[config.mk]
export PLATFORM = sky130hd
export DESIGN_NAME = uamp_top
export DESIGN_NICKNAME = d
export VERILOG_FILES = /design/src/verilog/uamp_pkg.sv /design/src/verilog/uamp_top.sv
export SDC_FILE = /design/constraint.sdc
export NUM_CORES = 1
export LEC_CHECK = 0
export BUFFER_PORTS_ARGS = -buffer_cell sky130_fd_sc_hd__buf_2
export CORE_MARGIN = 1.5
export CORE_UTILIZATION = 45
export DETAILED_ROUTE_END_ITERATION = 8
export SKIP_CTS_REPAIR_TIMING = 1
export SYNTH_ARGS = -nofsm -noshare
export SYNTH_HDL_FRONTEND = slang
export SYNTH_SLANG_ARGS = --single-unit
export TNS_END_PERCENT = 5
[constraint.sdc]
create_clock -name sys_clk_in -period 3.2 [get_ports sys_clk_in]
set_input_delay 0.16 -clock sys_clk_in [delete_from_list [all_inputs] [get_ports sys_clk_in]]
set_output_delay 0.16 -clock sys_clk_in [all_outputs]
set_load 0.1 [all_outputs]
[src/verilog/uamp_pkg.sv]
package uamp_pkg;

  // ----------------------------------------------------------------------
  // register map
  // ----------------------------------------------------------------------
  localparam logic [4:0] ADDR_DIV_LO = 5'h00;
  localparam logic [4:0] ADDR_DIV_HI = 5'h01;
  localparam logic [4:0] ADDR_INT_EN = 5'h02;
  localparam logic [4:0] ADDR_MODEM_CTRL = 5'h04;
  localparam logic [4:0] ADDR_MODEM_STATUS = 5'h06;
  localparam logic [4:0] ADDR_SCRATCH = 5'h07;

  // ----------------------------------------------------------------------
  // field positions
  // ----------------------------------------------------------------------
  localparam int INT_EN_MODEM_BIT = 3;
  localparam int CTRL_TERM_READY_BIT = 0;
  localparam int CTRL_REQ_SEND_BIT = 1;
  localparam int CTRL_OUT1_BIT = 2;
  localparam int CTRL_OUT2_BIT = 3;
  localparam int CTRL_LOOP_BIT = 4;
  localparam int ST_CTS_CHG_BIT = 0;
  localparam int ST_DSR_CHG_BIT = 1;
  localparam int ST_DCD_CHG_BIT = 3;
  localparam int ST_CTS_BIT = 4;
  localparam int ST_DSR_BIT = 5;
  localparam int ST_DCD_BIT = 7;

  // ----------------------------------------------------------------------
  // reset values and baud constants
  // ----------------------------------------------------------------------
  localparam logic [7:0] RST_BYTE = 8'h00;
  localparam logic [15:0] RST_DIVISOR = 16'h0000;
  localparam logic [15:0] DIV_ONE = 16'h0001;
  localparam logic [3:0] BAUD_OVERSAMPLE_TOP = 4'hF;
  localparam int BAUD_OUT_BIT = 3;
  localparam logic [3:0] RST_OVER_CNT = 4'h0;
  localparam logic [4:0] RST_CTRL_OUT_N = 5'h1F;

  // modem levels, active high (asserted = 1)
  typedef struct packed {
    logic dcd;
    logic dsr;
    logic cts;
  } uamp_modem_s;

  localparam uamp_modem_s RST_MODEM = 3'h0;
  localparam uamp_modem_s RST_PINS = 3'h7;

endpackage

[src/verilog/uamp_top.sv]
module uamp_top
(
  input wire logic sys_clk_in,
  input wire logic reset_n_in,
  input wire logic psel_in,
  input wire logic penable_in,
  input wire logic pwrite_in,
  input wire logic [4:0] paddr_in,
  input wire logic [7:0] pwdata_in,
  output logic [7:0] prdata_out,
  input wire logic clear_to_send_in,
  input wire logic set_ready_in,
  input wire logic carrier_detect_in,
  output logic term_ready_n_out,
  output logic req_send_n_out,
  output logic out1_n_out,
  output logic out2_n_out,
  output logic modem_irq_out,
  output logic baud_clock_out
);
  import uamp_pkg::*;

  // ----------------------------------------------------------------------
  // helpers
  // ----------------------------------------------------------------------
  // change flag: a fresh change wins over a clear by status read
  function automatic logic delta_next(input logic prev_lvl,
                                      input logic cur_lvl,
                                      input logic flag,
                                      input logic clr);
    delta_next = (prev_lvl != cur_lvl) | (flag & ~clr);
  endfunction

  // ----------------------------------------------------------------------
  // state
  // ----------------------------------------------------------------------
  logic [7:0] div_lo_ff;
  logic [7:0] div_hi_ff;
  logic [7:0] int_en_ff;
  logic [7:0] modem_ctrl_ff;
  logic [7:0] scratch_ff;
  logic [7:0] prdata_ff;
  uamp_modem_s pin_meta_ff;
  uamp_modem_s pin_sync_ff;
  uamp_modem_s level_prev_ff;
  uamp_modem_s level_ff;
  uamp_modem_s delta_ff;
  logic modem_irq_ff;
  logic [15:0] div_cnt_ff;
  logic [3:0] over_cnt_ff;
  logic [4:0] ctrl_out_n_ff;

  // ----------------------------------------------------------------------
  // bus decode
  // ----------------------------------------------------------------------
  wire access = psel_in & penable_in;
  wire wr_access = access & pwrite_in;
  wire rd_access = access & ~pwrite_in;
  wire sel_div_lo = (paddr_in == ADDR_DIV_LO);
  wire sel_div_hi = (paddr_in == ADDR_DIV_HI);
  wire sel_int_en = (paddr_in == ADDR_INT_EN);
  wire sel_ctrl = (paddr_in == ADDR_MODEM_CTRL);
  wire sel_status = (paddr_in == ADDR_MODEM_STATUS);
  wire sel_scratch = (paddr_in == ADDR_SCRATCH);
  wire status_rd = rd_access & sel_status;

  // ----------------------------------------------------------------------
  // modem status
  // ----------------------------------------------------------------------
  wire loop_mode = modem_ctrl_ff[CTRL_LOOP_BIT];
  uamp_modem_s level_pin;
  uamp_modem_s level_loop;
  uamp_modem_s nxt_level;
  uamp_modem_s nxt_delta;
  assign level_pin = ~pin_sync_ff;
  assign level_loop.cts = modem_ctrl_ff[CTRL_TERM_READY_BIT];
  assign level_loop.dsr = modem_ctrl_ff[CTRL_REQ_SEND_BIT];
  assign level_loop.dcd = modem_ctrl_ff[CTRL_OUT2_BIT];
  assign nxt_level = loop_mode ? level_loop : level_pin;
  // only flags the cpu actually saw are cleared, so a change landing
  // between the setup and access cycles of the read is not lost
  wire clr_cts = status_rd & prdata_ff[ST_CTS_CHG_BIT];
  wire clr_dsr = status_rd & prdata_ff[ST_DSR_CHG_BIT];
  wire clr_dcd = status_rd & prdata_ff[ST_DCD_CHG_BIT];
  assign nxt_delta.cts = delta_next(level_prev_ff.cts, level_ff.cts,
                                    delta_ff.cts, clr_cts);
  assign nxt_delta.dsr = delta_next(level_prev_ff.dsr, level_ff.dsr,
                                    delta_ff.dsr, clr_dsr);
  assign nxt_delta.dcd = delta_next(level_prev_ff.dcd, level_ff.dcd,
                                    delta_ff.dcd, clr_dcd);

  logic [7:0] status_byte;
  always_comb
  begin
    status_byte = RST_BYTE;
    status_byte[ST_CTS_CHG_BIT] = delta_ff.cts;
    status_byte[ST_DSR_CHG_BIT] = delta_ff.dsr;
    status_byte[ST_DCD_CHG_BIT] = delta_ff.dcd;
    status_byte[ST_CTS_BIT] = level_ff.cts;
    status_byte[ST_DSR_BIT] = level_ff.dsr;
    status_byte[ST_DCD_BIT] = level_ff.dcd;
  end

  wire nxt_irq = int_en_ff[INT_EN_MODEM_BIT] & (|nxt_delta);

  // ----------------------------------------------------------------------
  // read mux
  // ----------------------------------------------------------------------
  // sampled in the setup cycle so data is steady through the access cycle
  wire [7:0] nxt_prdata =
    sel_div_lo ? div_lo_ff :
    sel_div_hi ? div_hi_ff :
    sel_int_en ? int_en_ff :
    sel_ctrl ? modem_ctrl_ff :
    sel_status ? status_byte :
    sel_scratch ? scratch_ff : RST_BYTE;

  // ----------------------------------------------------------------------
  // baud divider
  // ----------------------------------------------------------------------
  // divisor zero stops the baud clock instead of dividing by 65536
  wire [15:0] divisor = {div_hi_ff, div_lo_ff};
  wire div_run = (divisor != RST_DIVISOR);
  wire div_tick = div_run & (div_cnt_ff == (divisor - DIV_ONE));
  wire [15:0] nxt_div_cnt = (div_tick | ~div_run) ? RST_DIVISOR :
                            (div_cnt_ff + DIV_ONE);
  wire over_wrap = (over_cnt_ff == BAUD_OVERSAMPLE_TOP);
  wire [3:0] over_inc = over_wrap ? RST_OVER_CNT : (over_cnt_ff + 4'h1);
  wire [3:0] nxt_over_cnt = ~div_run ? RST_OVER_CNT :
                            div_tick ? over_inc : over_cnt_ff;

  // ----------------------------------------------------------------------
  // strobes and next values
  // ----------------------------------------------------------------------
  wire wr_div_lo = wr_access & sel_div_lo;
  wire wr_div_hi = wr_access & sel_div_hi;
  wire wr_int_en = wr_access & sel_int_en;
  wire wr_ctrl = wr_access & sel_ctrl;
  wire wr_scratch = wr_access & sel_scratch;
  wire rd_setup = psel_in & ~penable_in & ~pwrite_in;
  uamp_modem_s pin_raw;
  assign pin_raw = {carrier_detect_in, set_ready_in, clear_to_send_in};
  // loopback keeps the modem outputs idle
  wire [4:0] nxt_ctrl_out_n = loop_mode ? RST_CTRL_OUT_N :
    {1'b1, ~modem_ctrl_ff[CTRL_OUT2_BIT:CTRL_TERM_READY_BIT]};

  // ----------------------------------------------------------------------
  // bus registers
  // ----------------------------------------------------------------------
  always_ff @(posedge sys_clk_in)
  begin
    if (!reset_n_in)
      div_lo_ff <= RST_BYTE;
    else if (wr_div_lo)
      div_lo_ff <= pwdata_in;
  end

  always_ff @(posedge sys_clk_in)
  begin
    if (!reset_n_in)
      div_hi_ff <= RST_BYTE;
    else if (wr_div_hi)
      div_hi_ff <= pwdata_in;
  end

  always_ff @(posedge sys_clk_in)
  begin
    if (!reset_n_in)
      int_en_ff <= RST_BYTE;
    else if (wr_int_en)
      int_en_ff <= pwdata_in;
  end

  always_ff @(posedge sys_clk_in)
  begin
    if (!reset_n_in)
      modem_ctrl_ff <= RST_BYTE;
    else if (wr_ctrl)
      modem_ctrl_ff <= pwdata_in;
  end

  always_ff @(posedge sys_clk_in)
  begin
    if (!reset_n_in)
      scratch_ff <= RST_BYTE;
    else if (wr_scratch)
      scratch_ff <= pwdata_in;
  end

  always_ff @(posedge sys_clk_in)
  begin
    if (!reset_n_in)
      prdata_ff <= RST_BYTE;
    else if (rd_setup)
      prdata_ff <= nxt_prdata;
  end

  // ----------------------------------------------------------------------
  // modem status pipeline
  // ----------------------------------------------------------------------
  // first flop may go metastable; only pin_sync_ff reads it
  always_ff @(posedge sys_clk_in)
  begin
    if (!reset_n_in)
      pin_meta_ff <= RST_PINS;
    else
      pin_meta_ff <= pin_raw;
  end

  always_ff @(posedge sys_clk_in)
  begin
    if (!reset_n_in)
      pin_sync_ff <= RST_PINS;
    else
      pin_sync_ff <= pin_meta_ff;
  end

  always_ff @(posedge sys_clk_in)
  begin
    if (!reset_n_in)
      level_ff <= RST_MODEM;
    else
      level_ff <= nxt_level;
  end

  always_ff @(posedge sys_clk_in)
  begin
    if (!reset_n_in)
      level_prev_ff <= RST_MODEM;
    else
      level_prev_ff <= level_ff;
  end

  always_ff @(posedge sys_clk_in)
  begin
    if (!reset_n_in)
      delta_ff <= RST_MODEM;
    else
      delta_ff <= nxt_delta;
  end

  always_ff @(posedge sys_clk_in)
  begin
    if (!reset_n_in)
      modem_irq_ff <= 1'b0;
    else
      modem_irq_ff <= nxt_irq;
  end

  // ----------------------------------------------------------------------
  // baud divider
  // ----------------------------------------------------------------------
  always_ff @(posedge sys_clk_in)
  begin
    if (!reset_n_in)
      div_cnt_ff <= RST_DIVISOR;
    else
      div_cnt_ff <= nxt_div_cnt;
  end

  always_ff @(posedge sys_clk_in)
  begin
    if (!reset_n_in)
      over_cnt_ff <= RST_OVER_CNT;
    else
      over_cnt_ff <= nxt_over_cnt;
  end

  // ----------------------------------------------------------------------
  // modem control outputs
  // ----------------------------------------------------------------------
  always_ff @(posedge sys_clk_in)
  begin
    if (!reset_n_in)
      ctrl_out_n_ff <= RST_CTRL_OUT_N;
    else
      ctrl_out_n_ff <= nxt_ctrl_out_n;
  end

  assign prdata_out = prdata_ff;
  assign term_ready_n_out = ctrl_out_n_ff[CTRL_TERM_READY_BIT];
  assign req_send_n_out = ctrl_out_n_ff[CTRL_REQ_SEND_BIT];
  assign out1_n_out = ctrl_out_n_ff[CTRL_OUT1_BIT];
  assign out2_n_out = ctrl_out_n_ff[CTRL_OUT2_BIT];
  assign modem_irq_out = modem_irq_ff;
  assign baud_clock_out = over_cnt_ff[BAUD_OUT_BIT];

endmodule
==> key figures, run 1 <==
Status
  – Status: finished, final reports clean

Synthesis
  – Syn_nets: slightly above 500
  – Most frequent cell after synthesis: dfxtp_1
  – Synth top area cells: dfxtp_1 42%, nand2_1 5.9%, xnor2_1 5.0%
  – Cell taking the most area after synthesis: dfxtp_1
  – Mapped Cells: roughly 480
  – Simple-Gate Fraction of Synth Area: about a quarter
  – Area share of the largest cell type after synthesis: about two fifths
  – Mapped Area: 0.00422 mm2
  – Compound-Gate Fraction of Synth Area: between 10% and 20%
  – Mux share of post-synthesis cell area: approximately 3.8%
  – Main synth FF type: dfxtp_1
  – Syn avg cell area: between 8 and 9 um2
  – Unique masters post-synth: 51
  – Synth warn: 0
  – Seq cells post-synth: 88
  – Combinational family with the most area after synthesis: simple AND/OR/NAND/NOR gates
  – Adder-Cell Fraction of Synth Area: less than 1%
  – Number of synthesized flops with an enable pin: 0
  – Most instantiated cells after synthesis: 88 x dfxtp_1, 66 x nand2_1, 31 x nand3_1
  – Async S/R FF share, synth: 0%
  – Seq/Total Area, Yosys: a little over two fifths
  – Xor/xnor share of the synthesized area: 7.69%

Finish
  – Ant. Diodes: 0
  – Area of the multi-input gates: about 0.0023 mm2
  – Fillers: 893
  – Final net count: between 500 and 600
  – Register area: between 0.0015 and 0.002 mm2
  – Final std cells w/o fill: between 600 and 700
  – Layout cells sized above 1: between 10% and 20%
  – Layout area overhead: 11.6%

Critical path
  – Worst path arrival time: between 3000 and 4000 ps
  – Buffer and inverter count on the worst path: 1
  – Worst R2R Path Depth: 9
  – Worst setup startpoint: div_lo_ff[0]
  – Worst R2R End: div_cnt_ff[1]
  – CP delay by family, top: simple AND/OR/NAND/NOR gates
  – CP peak stage delay: approximately 560 ps
  – Critical Path Start Type: flip-flop
  – CP required: between 3000 and 4000 ps
  – R2r startpoint: div_lo_ff[0]
  – Reg2Reg Setup Slack: 360 ps
  – Worst setup EP type: flip-flop
  – Slowest CP cell: and2_1
  – CP max FO: 16
  – WS Path Type: flip-flop to flip-flop
  – Critical-path cell list: inv_1 > ha_1 > nor3b_1 > and2_1 > xnor2_1 > o2111ai_1 > a221oi_2 > and2_1 > nor3b_1

GRT
  – Largest net degree at the start of global routing: 47
  – Global route overflow: 0
  – Tot GR Track Use: ~22%
  – First-pass GRT wire length: approximately 18000 um
  – Vias in the first global route: roughly 3400
  – Initial antenna violation count: 0

Placed design
  – Post-DP HPWL: 7440 um
  – IO buf count: 34
  – GP Congestion: between 0.8 and 0.9
  – Inst Count DP: between 600 and 700

Timing
  – # setup viols final: 0
  – Setup TNS: 0 ps
  – Final Hold Violating Endpoints: 0
  – Worst Clk Skew: 6.43 ps
  – Unrepaired setup endpoints after global routing: no
  – Max-slew violations: 0
  – FMAX: 353 MHz
  – Final min period: approximately 2800 ps
  – Tcrit/Tclk final: 88.6%
  – Slew @ Worst Pin: approximately 770 ps
  – Rel. slew slack: between 40% and 50%

Clocking
  – CTS H-tree lvls: 3
  – Latest clock arrival within the worst-skew pair: between 300 and 400 ps
  – Clock Path Buffers: 2
  – CTS root buffer: clkbuf_8
  – Reg clk slew, reported paths: around 90 ps
  – CTS tree: done
  – Sinks on Clock Net: about 90
  – Num CTS Buffers: 9

Run
  – Max-cap violations: 0

Worst hold path
  – Worst hold path type: primary input to flip-flop
  – Hold_sp: pwdata_in[6]
  – Hold endpoint: div_hi_ff[6]
  – Hold path depth: 3

Detailed routing
  – DR DRC count: 0
  – Detailed Route WL: roughly 10000 um
  – Post-route ant nets: 0
  – Iteration-0 DRC Markers: 313
  – Router iterations before antenna repair: 5
  – Routed vias/inst: about 5.7
  – Routed vias: ~3600
  – Wirelength per Cell: 16.7 um

Die
  – Num rows: 35
  – Die area: between 0.009 and 0.01 mm2
  – Core area: between 0.009 and 0.01 mm2
  – Die Width: between 90 and 100 um
  – Starting Density: 46.1%
  – Die Y: 99.8 um
  – # IOs: 35

Power and ir drop
  – P_leak: roughly 0.0016 uW
  – Worst ir drop on vdd: ~0.23 mV
  – P per Cell Area: approximately 450 mW/mm2
-- final cells by class --
type	count	area share (%)
clock buffer	10	2.71
clock inverter	6	1.97
inverter	5	0.399
multi-input combinational	361	48.7
sequential	88	37.4
tap	111	2.95
timing repair buffer	47	5.85
-- metal layers --
| layer | global-route usage, % | vias to the layer above | routed length (um) |
|---|---|---|---|
| li1 | - | 1771 | - |
| met1 | 28.7 | 1712 | 4670 |
| met2 | 38.3 | 89 | 5170 |
| met3 | 4.39 | 11 | 458 |
| met4 | 7.26 | 0 | 188 |
| met5 | 0 | - | 0 |
-- worst max-delay path by stage --
stage | to | slack [ps] | cells past startpoint
floorplan | div_cnt_ff[6] | 860 | 9
global placement | div_cnt_ff[1] | 510 | 9
detailed placement | div_cnt_ff[1] | 410 | 9
CTS | div_cnt_ff[12] | 400 | 9
global route | div_cnt_ff[7] | 160 | 9
finish | div_cnt_ff[1] | 360 | 9
-- metrics by stage --
| stage | hold slack (ps) | util, % | power (uW) | cell area, um2 | worst slack, ps |
|---|---|---|---|---|---|
| global route | 117 | 51.4 | 2200 | 4710 | 160 |
| CTS | -31.1 | 51.1 | 2130 | 4680 | 396 |
| detailed placement | 345 | 48.7 | 1270 | 4460 | 405 |
| finish | 123 | 51.4 | 2110 | 4710 | 364 |
| floorplan | 261 | - | 1230 | 4220 | 859 |
| global placement | 343 | 48.7 | 1270 | 4460 | 510 |
-- cells in the final DEF, fill, tap and decap left out, types with 3 or more instances in the layout --
cell           Yosys  layout
nor3_1            22      22
nand2b_1           6       6
nor2_1            19      19
ha_1               3       3
dfxtp_1           88      88
a22oi_1           12      12
buf_4              2      10
nor3b_1            5       4
nand3_1           31      31
mux2i_1           16      16
a21oi_1           14      14
dlygate4sd3_1      0       3
nand4_1            6       6
and2_1            14      14
nor2b_1           17      17
xnor2_1           24      24
nand2_1           66      66
buf_2              3      34
a221oi_1           7       7
a21boi_0          24      24
a22o_1             3       3
nor4_1             5       5
clkbuf_8           1       9
and3_1             7       7
a31oi_1            5       5
o21ai_0           13      13
xor2_1            13      13
o2111ai_1          3       3
inv_1              5       5
-- state kept, by name, summed over array words and instances (netlist names), 4 cells and up --
register and flops:
modem_ctrl_ff 8, int_en_ff 8, ctrl_out_n_ff 4, div_cnt_ff 16
prdata_out 8, div_hi_ff 8, scratch_ff 8, over_cnt_ff 4
div_lo_ff 8
-- cells by family after synthesis --
logic type / Yosys count
and+or+nand+nor: 211
AOI/OAI and AO/OA: 94
DFF: 88
xor gates and xnor gates: 37
buffers and inverters: 35
muxes: 16
adders and majority gates: 3
-- power by group --
group / switching, uW / internal, uW / leakage [uW]
clock network: 416 / 444 / 0.000103
logic: 91.5 / 43.0 / 0.000832
registers: 8.65 / 1110 / 0.000712
total: 516 / 1590 / 0.00165
-- tightest hold or removal path: stages --
cell and delay [ps]:
buf_2 140, nand3_1 70, a21boi_0 70
No activity file was read; power rests on OpenSTA's default activity.
==> run 2, diff against run 1 <==
--- a/config.mk
+++ b/config.mk
@@ -9,6 +9,8 @@
 export CORE_MARGIN = 1.5
 export CORE_UTILIZATION = 45
 export DETAILED_ROUTE_END_ITERATION = 8
+export MAX_ROUTING_LAYER = met4
+export RECOVER_POWER = 50
 export SKIP_CTS_REPAIR_TIMING = 1
 export SYNTH_ARGS = -nofsm -noshare
 export SYNTH_HDL_FRONTEND = slang
==> key figures, run 2 (synthesized netlist as in run 1, its figures left out) <==
Power and ir drop
  – Internal Power: 1510 uW (-5.1%)
  – NetSw: 518 uW (+0.28%)
  – P_leak: 0.00158 uW (-4.1%)
  – Share of total power in sequential cells: 54.9% (+2.0 points)
  – Clk pwr share: 38.5% (-2.3 points)
  – Worst ir drop on vdd: 0.221 mV (-1.6%)
  – Net Sw Frac: 25.5% (+1.0 points)
  – P per Cell Area: 436 mW/mm2 (-2.7%)
  – Comb pwr share: 6.6% (+0.2 points)

Detailed routing
  – Post-route ant nets: 0 (unchanged)
  – Routed vias/inst: 5.58 (-2.2%)
  – Iteration-0 DRC Markers: 249 (-20%)
  – Routed vias: 3505 (-2.2%)
  – DR DRC count: 0 (unchanged)
  – Router iterations before antenna repair: 5 (unchanged)
  – Detailed Route WL: 10400 um (-1.0%)
  – Wirelength per Cell: 16.5 um (-1.0%)

Critical path
  – CP required: 3430 ps (about the same)
  – Worst setup EP type: flip-flop
  – Critical-path cell list: inv_1 > ha_1 > nor3b_1 > and2_1 > xnor2_1 > o2111ai_1 > a221oi_2 > and2_1 > nor3_1
  – WS Path Type: flip-flop to flip-flop
  – Most frequent cell on the critical path: and2_1
  – Slowest CP cell: and2_1
  – CP max FO: 16 (unchanged)
  – Worst path arrival time: 3010 ps (-50 ps)
  – CP delay by family, top: simple AND/OR/NAND/NOR gates
  – Critical Path Start Type: flip-flop
  – Buffer and inverter count on the worst path: 1 (unchanged)
  – CP peak stage delay: 540 ps (-20 ps)

Timing
  – Slew @ Worst Pin: 1740 ps (+970 ps)
  – Rel. slew slack: -15.8% (-65 points)
  – Worst Clk Skew: 8.43 ps (+2.00 ps)
  – Unrepaired setup endpoints after global routing: no
  – # setup viols final: 0 (unchanged)
  – FMAX: 360 MHz (+2.1%)
  – Tcrit/Tclk final: 86.8% (-1.8 points)
  – Final Hold Violating Endpoints: 0 (unchanged)
  – Final min period: 2780 ps (-57.7 ps)
  – Setup TNS: 0 ps (unchanged)
  – Max-slew violations: 46 (+46)
  – Hold Slack: 116 ps (-7.62 ps)

Run
  – Max-cap violations: 1 (+1)

Placed design
  – IO buf count: 34 (unchanged)
  – Inst Count DP: 609 (unchanged)
  – GP Congestion: 0.842 (+1.5%)
  – Post-DP HPWL: 7530 um (+1.2%)

GRT
  – Largest net degree at the start of global routing: 46 (-2.1%)
  – Vias in the first global route: 3305 (-3.1%)
  – Global route overflow: 0 (unchanged)
  – First-pass GRT wire length: 17000 um (-3.0%)
  – Initial antenna violation count: 0 (unchanged)
  – Tot GR Track Use: 22.7% (+0.22 points)

Worst hold path
  – Worst hold path type: primary input to flip-flop

Finish
  – Commonest non-fill, non-tap cell in the layout: dfxtp_1
  – Core Util, Final: 50.9% (-0.55 points)
  – Layout cells sized above 1: 10.6% (-3.3 points)
  – Fillers: 883 (-1.1%)
  – Layout area overhead: 10.4%
  – Final std cells w/o fill: 628 (unchanged)
  – Max reg flops: 16 (unchanged)
  – Ant. Diodes: 0 (unchanged)
  – Commonest non-fill, non-tap cells in the layout: 88 x dfxtp_1, 66 x nand2_1, 31 x nand3_1
  – Biggest register: div_cnt_ff
  – Final net count: 536 (unchanged)

Die
  – Die Y: 99.8 um (unchanged)
  – # IOs: 35 (unchanged)
  – Num rows: 35 (unchanged)
  – Core area: 0.00915 mm2 (unchanged)
  – Die area: 0.00996 mm2 (unchanged)
  – Die Width: 99.8 um (unchanged)
  – Starting Density: 46.1% (unchanged)

Clocking
  – CTS H-tree lvls: 3 (unchanged)
  – CTS root buffer: clkbuf_8
  – Reg clk slew, reported paths: 90 ps (about the same)
  – CTS tree: done
  – Latest clock arrival within the worst-skew pair: 370 ps (+20 ps)
  – Clock Path Buffers: 2 (unchanged)
  – Sinks on Clock Net: 88 (unchanged)
  – Num CTS Buffers: 9 (unchanged)

Status
  – Status: finished with violations
  – Violated checks: max-capacitance violations, max-slew violations
[run 2: cell types whose count changed in the layout (fill, tap and decap cells not counted)]
cell / previous run / this run
clkbuf_1: 1 / 18
clkinvlp_4: 2 / 1
buf_2: 34 / 19
clkinv_4: 1 / 2
buf_4: 10 / 8
and2_0: 0 / 4
bufinv_16: 2 / 1
clkinv_2: 0 / 1
and2_1: 14 / 10
[run 2: power groups by stage]
stage	Sequential, uW	Combinational [uW]	Clock, uW
3_5_place_dp	1140	132	0
3_3_place_gp	1140	131	0
6_report	1120	133	783
5_1_grt	1120	143	843
4_1_cts	1120	132	807
2_1_floorplan	1170	52.6	0
[run 2: worst paths after layout]
kind                  start          endpoint  slack [ps]  cells past startpoint
min reg2reg  pin_meta_ff[2]    pin_sync_ff[2]         420                      1
max            div_lo_ff[0]     div_cnt_ff[9]         420                      9
min            pwdata_in[5]  modem_ctrl_ff[5]         120                      3
max reg2reg    div_lo_ff[0]     div_cnt_ff[9]         420                      9
[run 2: per-layer routing]
layer  vias to the layer above  GRT usage (%)  routed length (um)
li1                       1771              -                   -
met1                      1664           27.8                4720
met2                        51           37.6                5160
met3                        19           3.97                 290
met4                         0           8.34                 209
met5                         -              -                   0
[run 2: cell type report]
type	instances	area, um2	area share, %
multi-input combinational	361	2290	49.2
sequential	88	1760	37.8
timing repair buffer	47	249	5.35
tap	111	139	2.98
clock buffer	10	128	2.74
clock inverter	6	68.8	1.48
inverter	5	18.8	0.403
[run 2: worst reg2reg max path: cells and delay by family (launching register included)]
kind	cells	cell delay (ps)
AO/OA/AOI/OAI	2	480
XOR/XNOR	1	120
adder cells (fa/ha/maj)	1	210
buffers and inverters	1	90
flip-flops	1	390
AND/OR/NAND/NOR	4	1350
[run 2: through the flow]
| stage | setup WS [ps] | area, um2 | total power [uW] |
|---|---|---|---|
| 6_report | 421 | 4660 | 2030 |
| 5_1_grt | 58.3 | 4660 | 2100 |
| 4_1_cts | 401 | 4650 | 2060 |
| 3_5_place_dp | 419 | 4460 | 1270 |
| 3_3_place_gp | 514 | 4460 | 1270 |
| 2_1_floorplan | 859 | 4220 | 1230 |
==> run 3, diff against run 2 <==
--- a/config.mk
+++ b/config.mk
@@ -6,6 +6,7 @@
 export NUM_CORES = 1
 export LEC_CHECK = 0
 export BUFFER_PORTS_ARGS = -buffer_cell sky130_fd_sc_hd__buf_2
+export CORE_ASPECT_RATIO = 0.7
 export CORE_MARGIN = 1.5
 export CORE_UTILIZATION = 45
 export DETAILED_ROUTE_END_ITERATION = 8
==> key figures, run 3 (synthesized netlist as in run 1, its figures left out) <==
Power and ir drop
  – Worst ir drop on vdd: 0.260 mV (+17%)
  – P_leak: 0.00163 uW (+2.9%)
  – P per Cell Area: 499 mW/mm2 (+14%)

Critical path
  – Worst path arrival time: 3100 ps (+90 ps)
  – Buffer and inverter count on the worst path: 1 (unchanged)
  – Critical Path Start Type: flip-flop
  – Worst setup EP type: flip-flop
  – CP required: 3400 ps (-30 ps)
  – CP max FO: 16 (unchanged)
  – Reg2Reg Setup Slack: 300 ps (-120 ps)
  – WS Path Type: flip-flop to flip-flop
  – Worst R2R End: div_cnt_ff[6]
  – R2r startpoint: div_lo_ff[0]
  – Critical-path cell list: inv_1 > ha_1 > nor3b_1 > nand4_1 > xnor2_1 > a21oi_1 > and3_1 > and2_1 > nor3_1
  – Worst R2R Path Depth: 9 (unchanged)
  – Slowest CP cell: nor3b_1
  – CP peak stage delay: 520 ps (-20 ps)
  – CP delay by family, top: simple AND/OR/NAND/NOR gates

Clocking
  – Latest clock arrival within the worst-skew pair: 340 ps (-30 ps)
  – Clock Path Buffers: 2 (unchanged)
  – Sinks on Clock Net: 88 (unchanged)
  – CTS H-tree lvls: 3 (unchanged)
  – CTS tree: done
  – Reg clk slew, reported paths: 70 ps (-20 ps)
  – Num CTS Buffers: 9 (unchanged)
  – CTS root buffer: clkbuf_16

GRT
  – GR met2 Demand/Resource: 31.6% (-6.1 points)
  – Vias in the first global route: 3312 (+0.21%)
  – Met1 Track Usage GR: 33.3% (+5.5 points)
  – Tot GR Track Use: 22.6% (-0.13 points)
  – Global route overflow: 0 (unchanged)
  – First-pass GRT wire length: 17200 um (+1.1%)
  – Largest net degree at the start of global routing: 36 (-22%)
  – Met3 Use GR: 4.78% (+0.81 points)
  – Grt peak-use layer: met1
  – Initial antenna violation count: 0 (unchanged)

Die
  – Die Y: 84.0 um (-16%)
  – Die Width: 119 um (+19%)
  – Num rows: 29 (-17%)
  – Starting Density: 46.5% (+0.41 points)
  – Core area: 0.00907 mm2 (-0.89%)
  – # IOs: 35 (unchanged)
  – Die area: 0.00997 mm2 (about the same)

Timing
  – Post-route setup slack: 303 ps (-119 ps)
  – Slew @ Worst Pin: 1280 ps (-457 ps)
  – Rel. slew slack: 14.6% (+30 points)
  – Max-slew violations: 0 (-100%)
  – Setup TNS: 0 ps (unchanged)
  – Worst Clk Skew: 8.47 ps (+0.0431 ps)
  – FMAX: 345 MHz (-4.1%)
  – Unrepaired setup endpoints after global routing: no
  – Final min period: 2900 ps (+119 ps)
  – Final Hold Violating Endpoints: 1 (+1)
  – Hold Slack: -7.43 ps (-123 ps)
  – # setup viols final: 0 (unchanged)
  – Tcrit/Tclk final: 90.5% (+3.7 points)

Finish
  – Layout area overhead: 12.9%
  – Commonest non-fill, non-tap cells in the layout: 88 x dfxtp_1, 66 x nand2_1, 31 x nand3_1
  – Biggest register: div_cnt_ff
  – Fillers: 874 (-1.0%)
  – Commonest non-fill, non-tap cell in the layout: dfxtp_1
  – Max reg flops: 16 (unchanged)
  – Final std cells w/o fill: 637 (+1.4%)
  – Layout cells sized above 1: 10.7% (+0.083 points)
  – Ant. Diodes: 0 (unchanged)
  – Final net count: 532 (-0.75%)

Placed design
  – Post-DP HPWL: 7730 um (+2.7%)
  – Inst Count DP: 621 (+2.0%)
  – GP Congestion: 0.864 (+2.6%)
  – IO buf count: 34 (unchanged)
  – Pre-CTS setup slack: 306 ps (-112 ps)

Detailed routing
  – Routed vias: 3524 (+0.54%)
  – Wirelength per Cell: 16.5 um (-0.45%)
  – Router iterations before antenna repair: 5 (unchanged)
  – DR DRC count: 0 (unchanged)
  – Iteration-0 DRC Markers: 289 (+16%)
  – Routed vias/inst: 5.53 (-0.88%)
  – Detailed Route WL: 10500 um (+0.97%)
  – Post-route ant nets: 0 (unchanged)

Status
  – Status: finished with violations
  – Violated checks: negative hold slack

Worst hold path
  – Hold_sp: set_ready_in
  – Hold endpoint: pin_meta_ff[1]
  – Worst hold path type: primary input to flip-flop
  – Hold path depth: 2 (-1)

Run
  – Max-cap violations: 0 (-1)
-- run 3: how the worst max path moves through the flow --
stage,from,end,slack (ps),cells past startpoint
floorplan,div_lo_ff[0],div_cnt_ff[6],860,9
global placement,div_lo_ff[0],div_cnt_ff[1],420,9
detailed placement,div_lo_ff[0],div_cnt_ff[6],310,9
CTS,div_lo_ff[0],div_cnt_ff[6],310,9
global route,div_lo_ff[0],div_cnt_ff[5],4,9
finish,div_lo_ff[0],div_cnt_ff[6],300,9
-- run 3: stage by stage --
stage / utilization (%) / instance area, um2 / hold slack [ps] / power, uW
after global routing: 52.5 / 4760 / 6.95 / 2450
final: 52.5 / 4760 / -7.43 / 2380
after CTS: 52.8 / 4790 / -11.9 / 2400
after detailed placement: 49.2 / 4460 / 348 / 1270
after floorplan: - / 4220 / 261 / 1230
after global placement: 49.2 / 4460 / 342 / 1270
-- run 3: per-layer routing --
layer	share of wire, %	up-vias
met2	42	80
met4	0.80	0
met5	0	-
met1	52	1674
li1	-	1763
met3	5.0	7
-- run 3: layout make-up --
type	instances	area, um2	share of cell area [%]
Multi-Input combinational cell	361	2290	48.1
Clock buffer	9	225	4.73
Timing Repair Buffer	43	211	4.44
Clock inverter	7	97.6	2.05
Inverter	5	18.8	0.394
Sequential cell	88	1760	37.0
Tap cell	124	155	3.26
-- run 3: power breakdown --
| group | switching (uW) | internal [uW] | leakage, uW |
|---|---|---|---|
| Combinational | 92.1 | 38.2 | 0.000755 |
| Clock | 495 | 634 | 0.000159 |
| Sequential | 8.19 | 1110 | 0.000712 |
| Total | 595 | 1780 | 0.00163 |
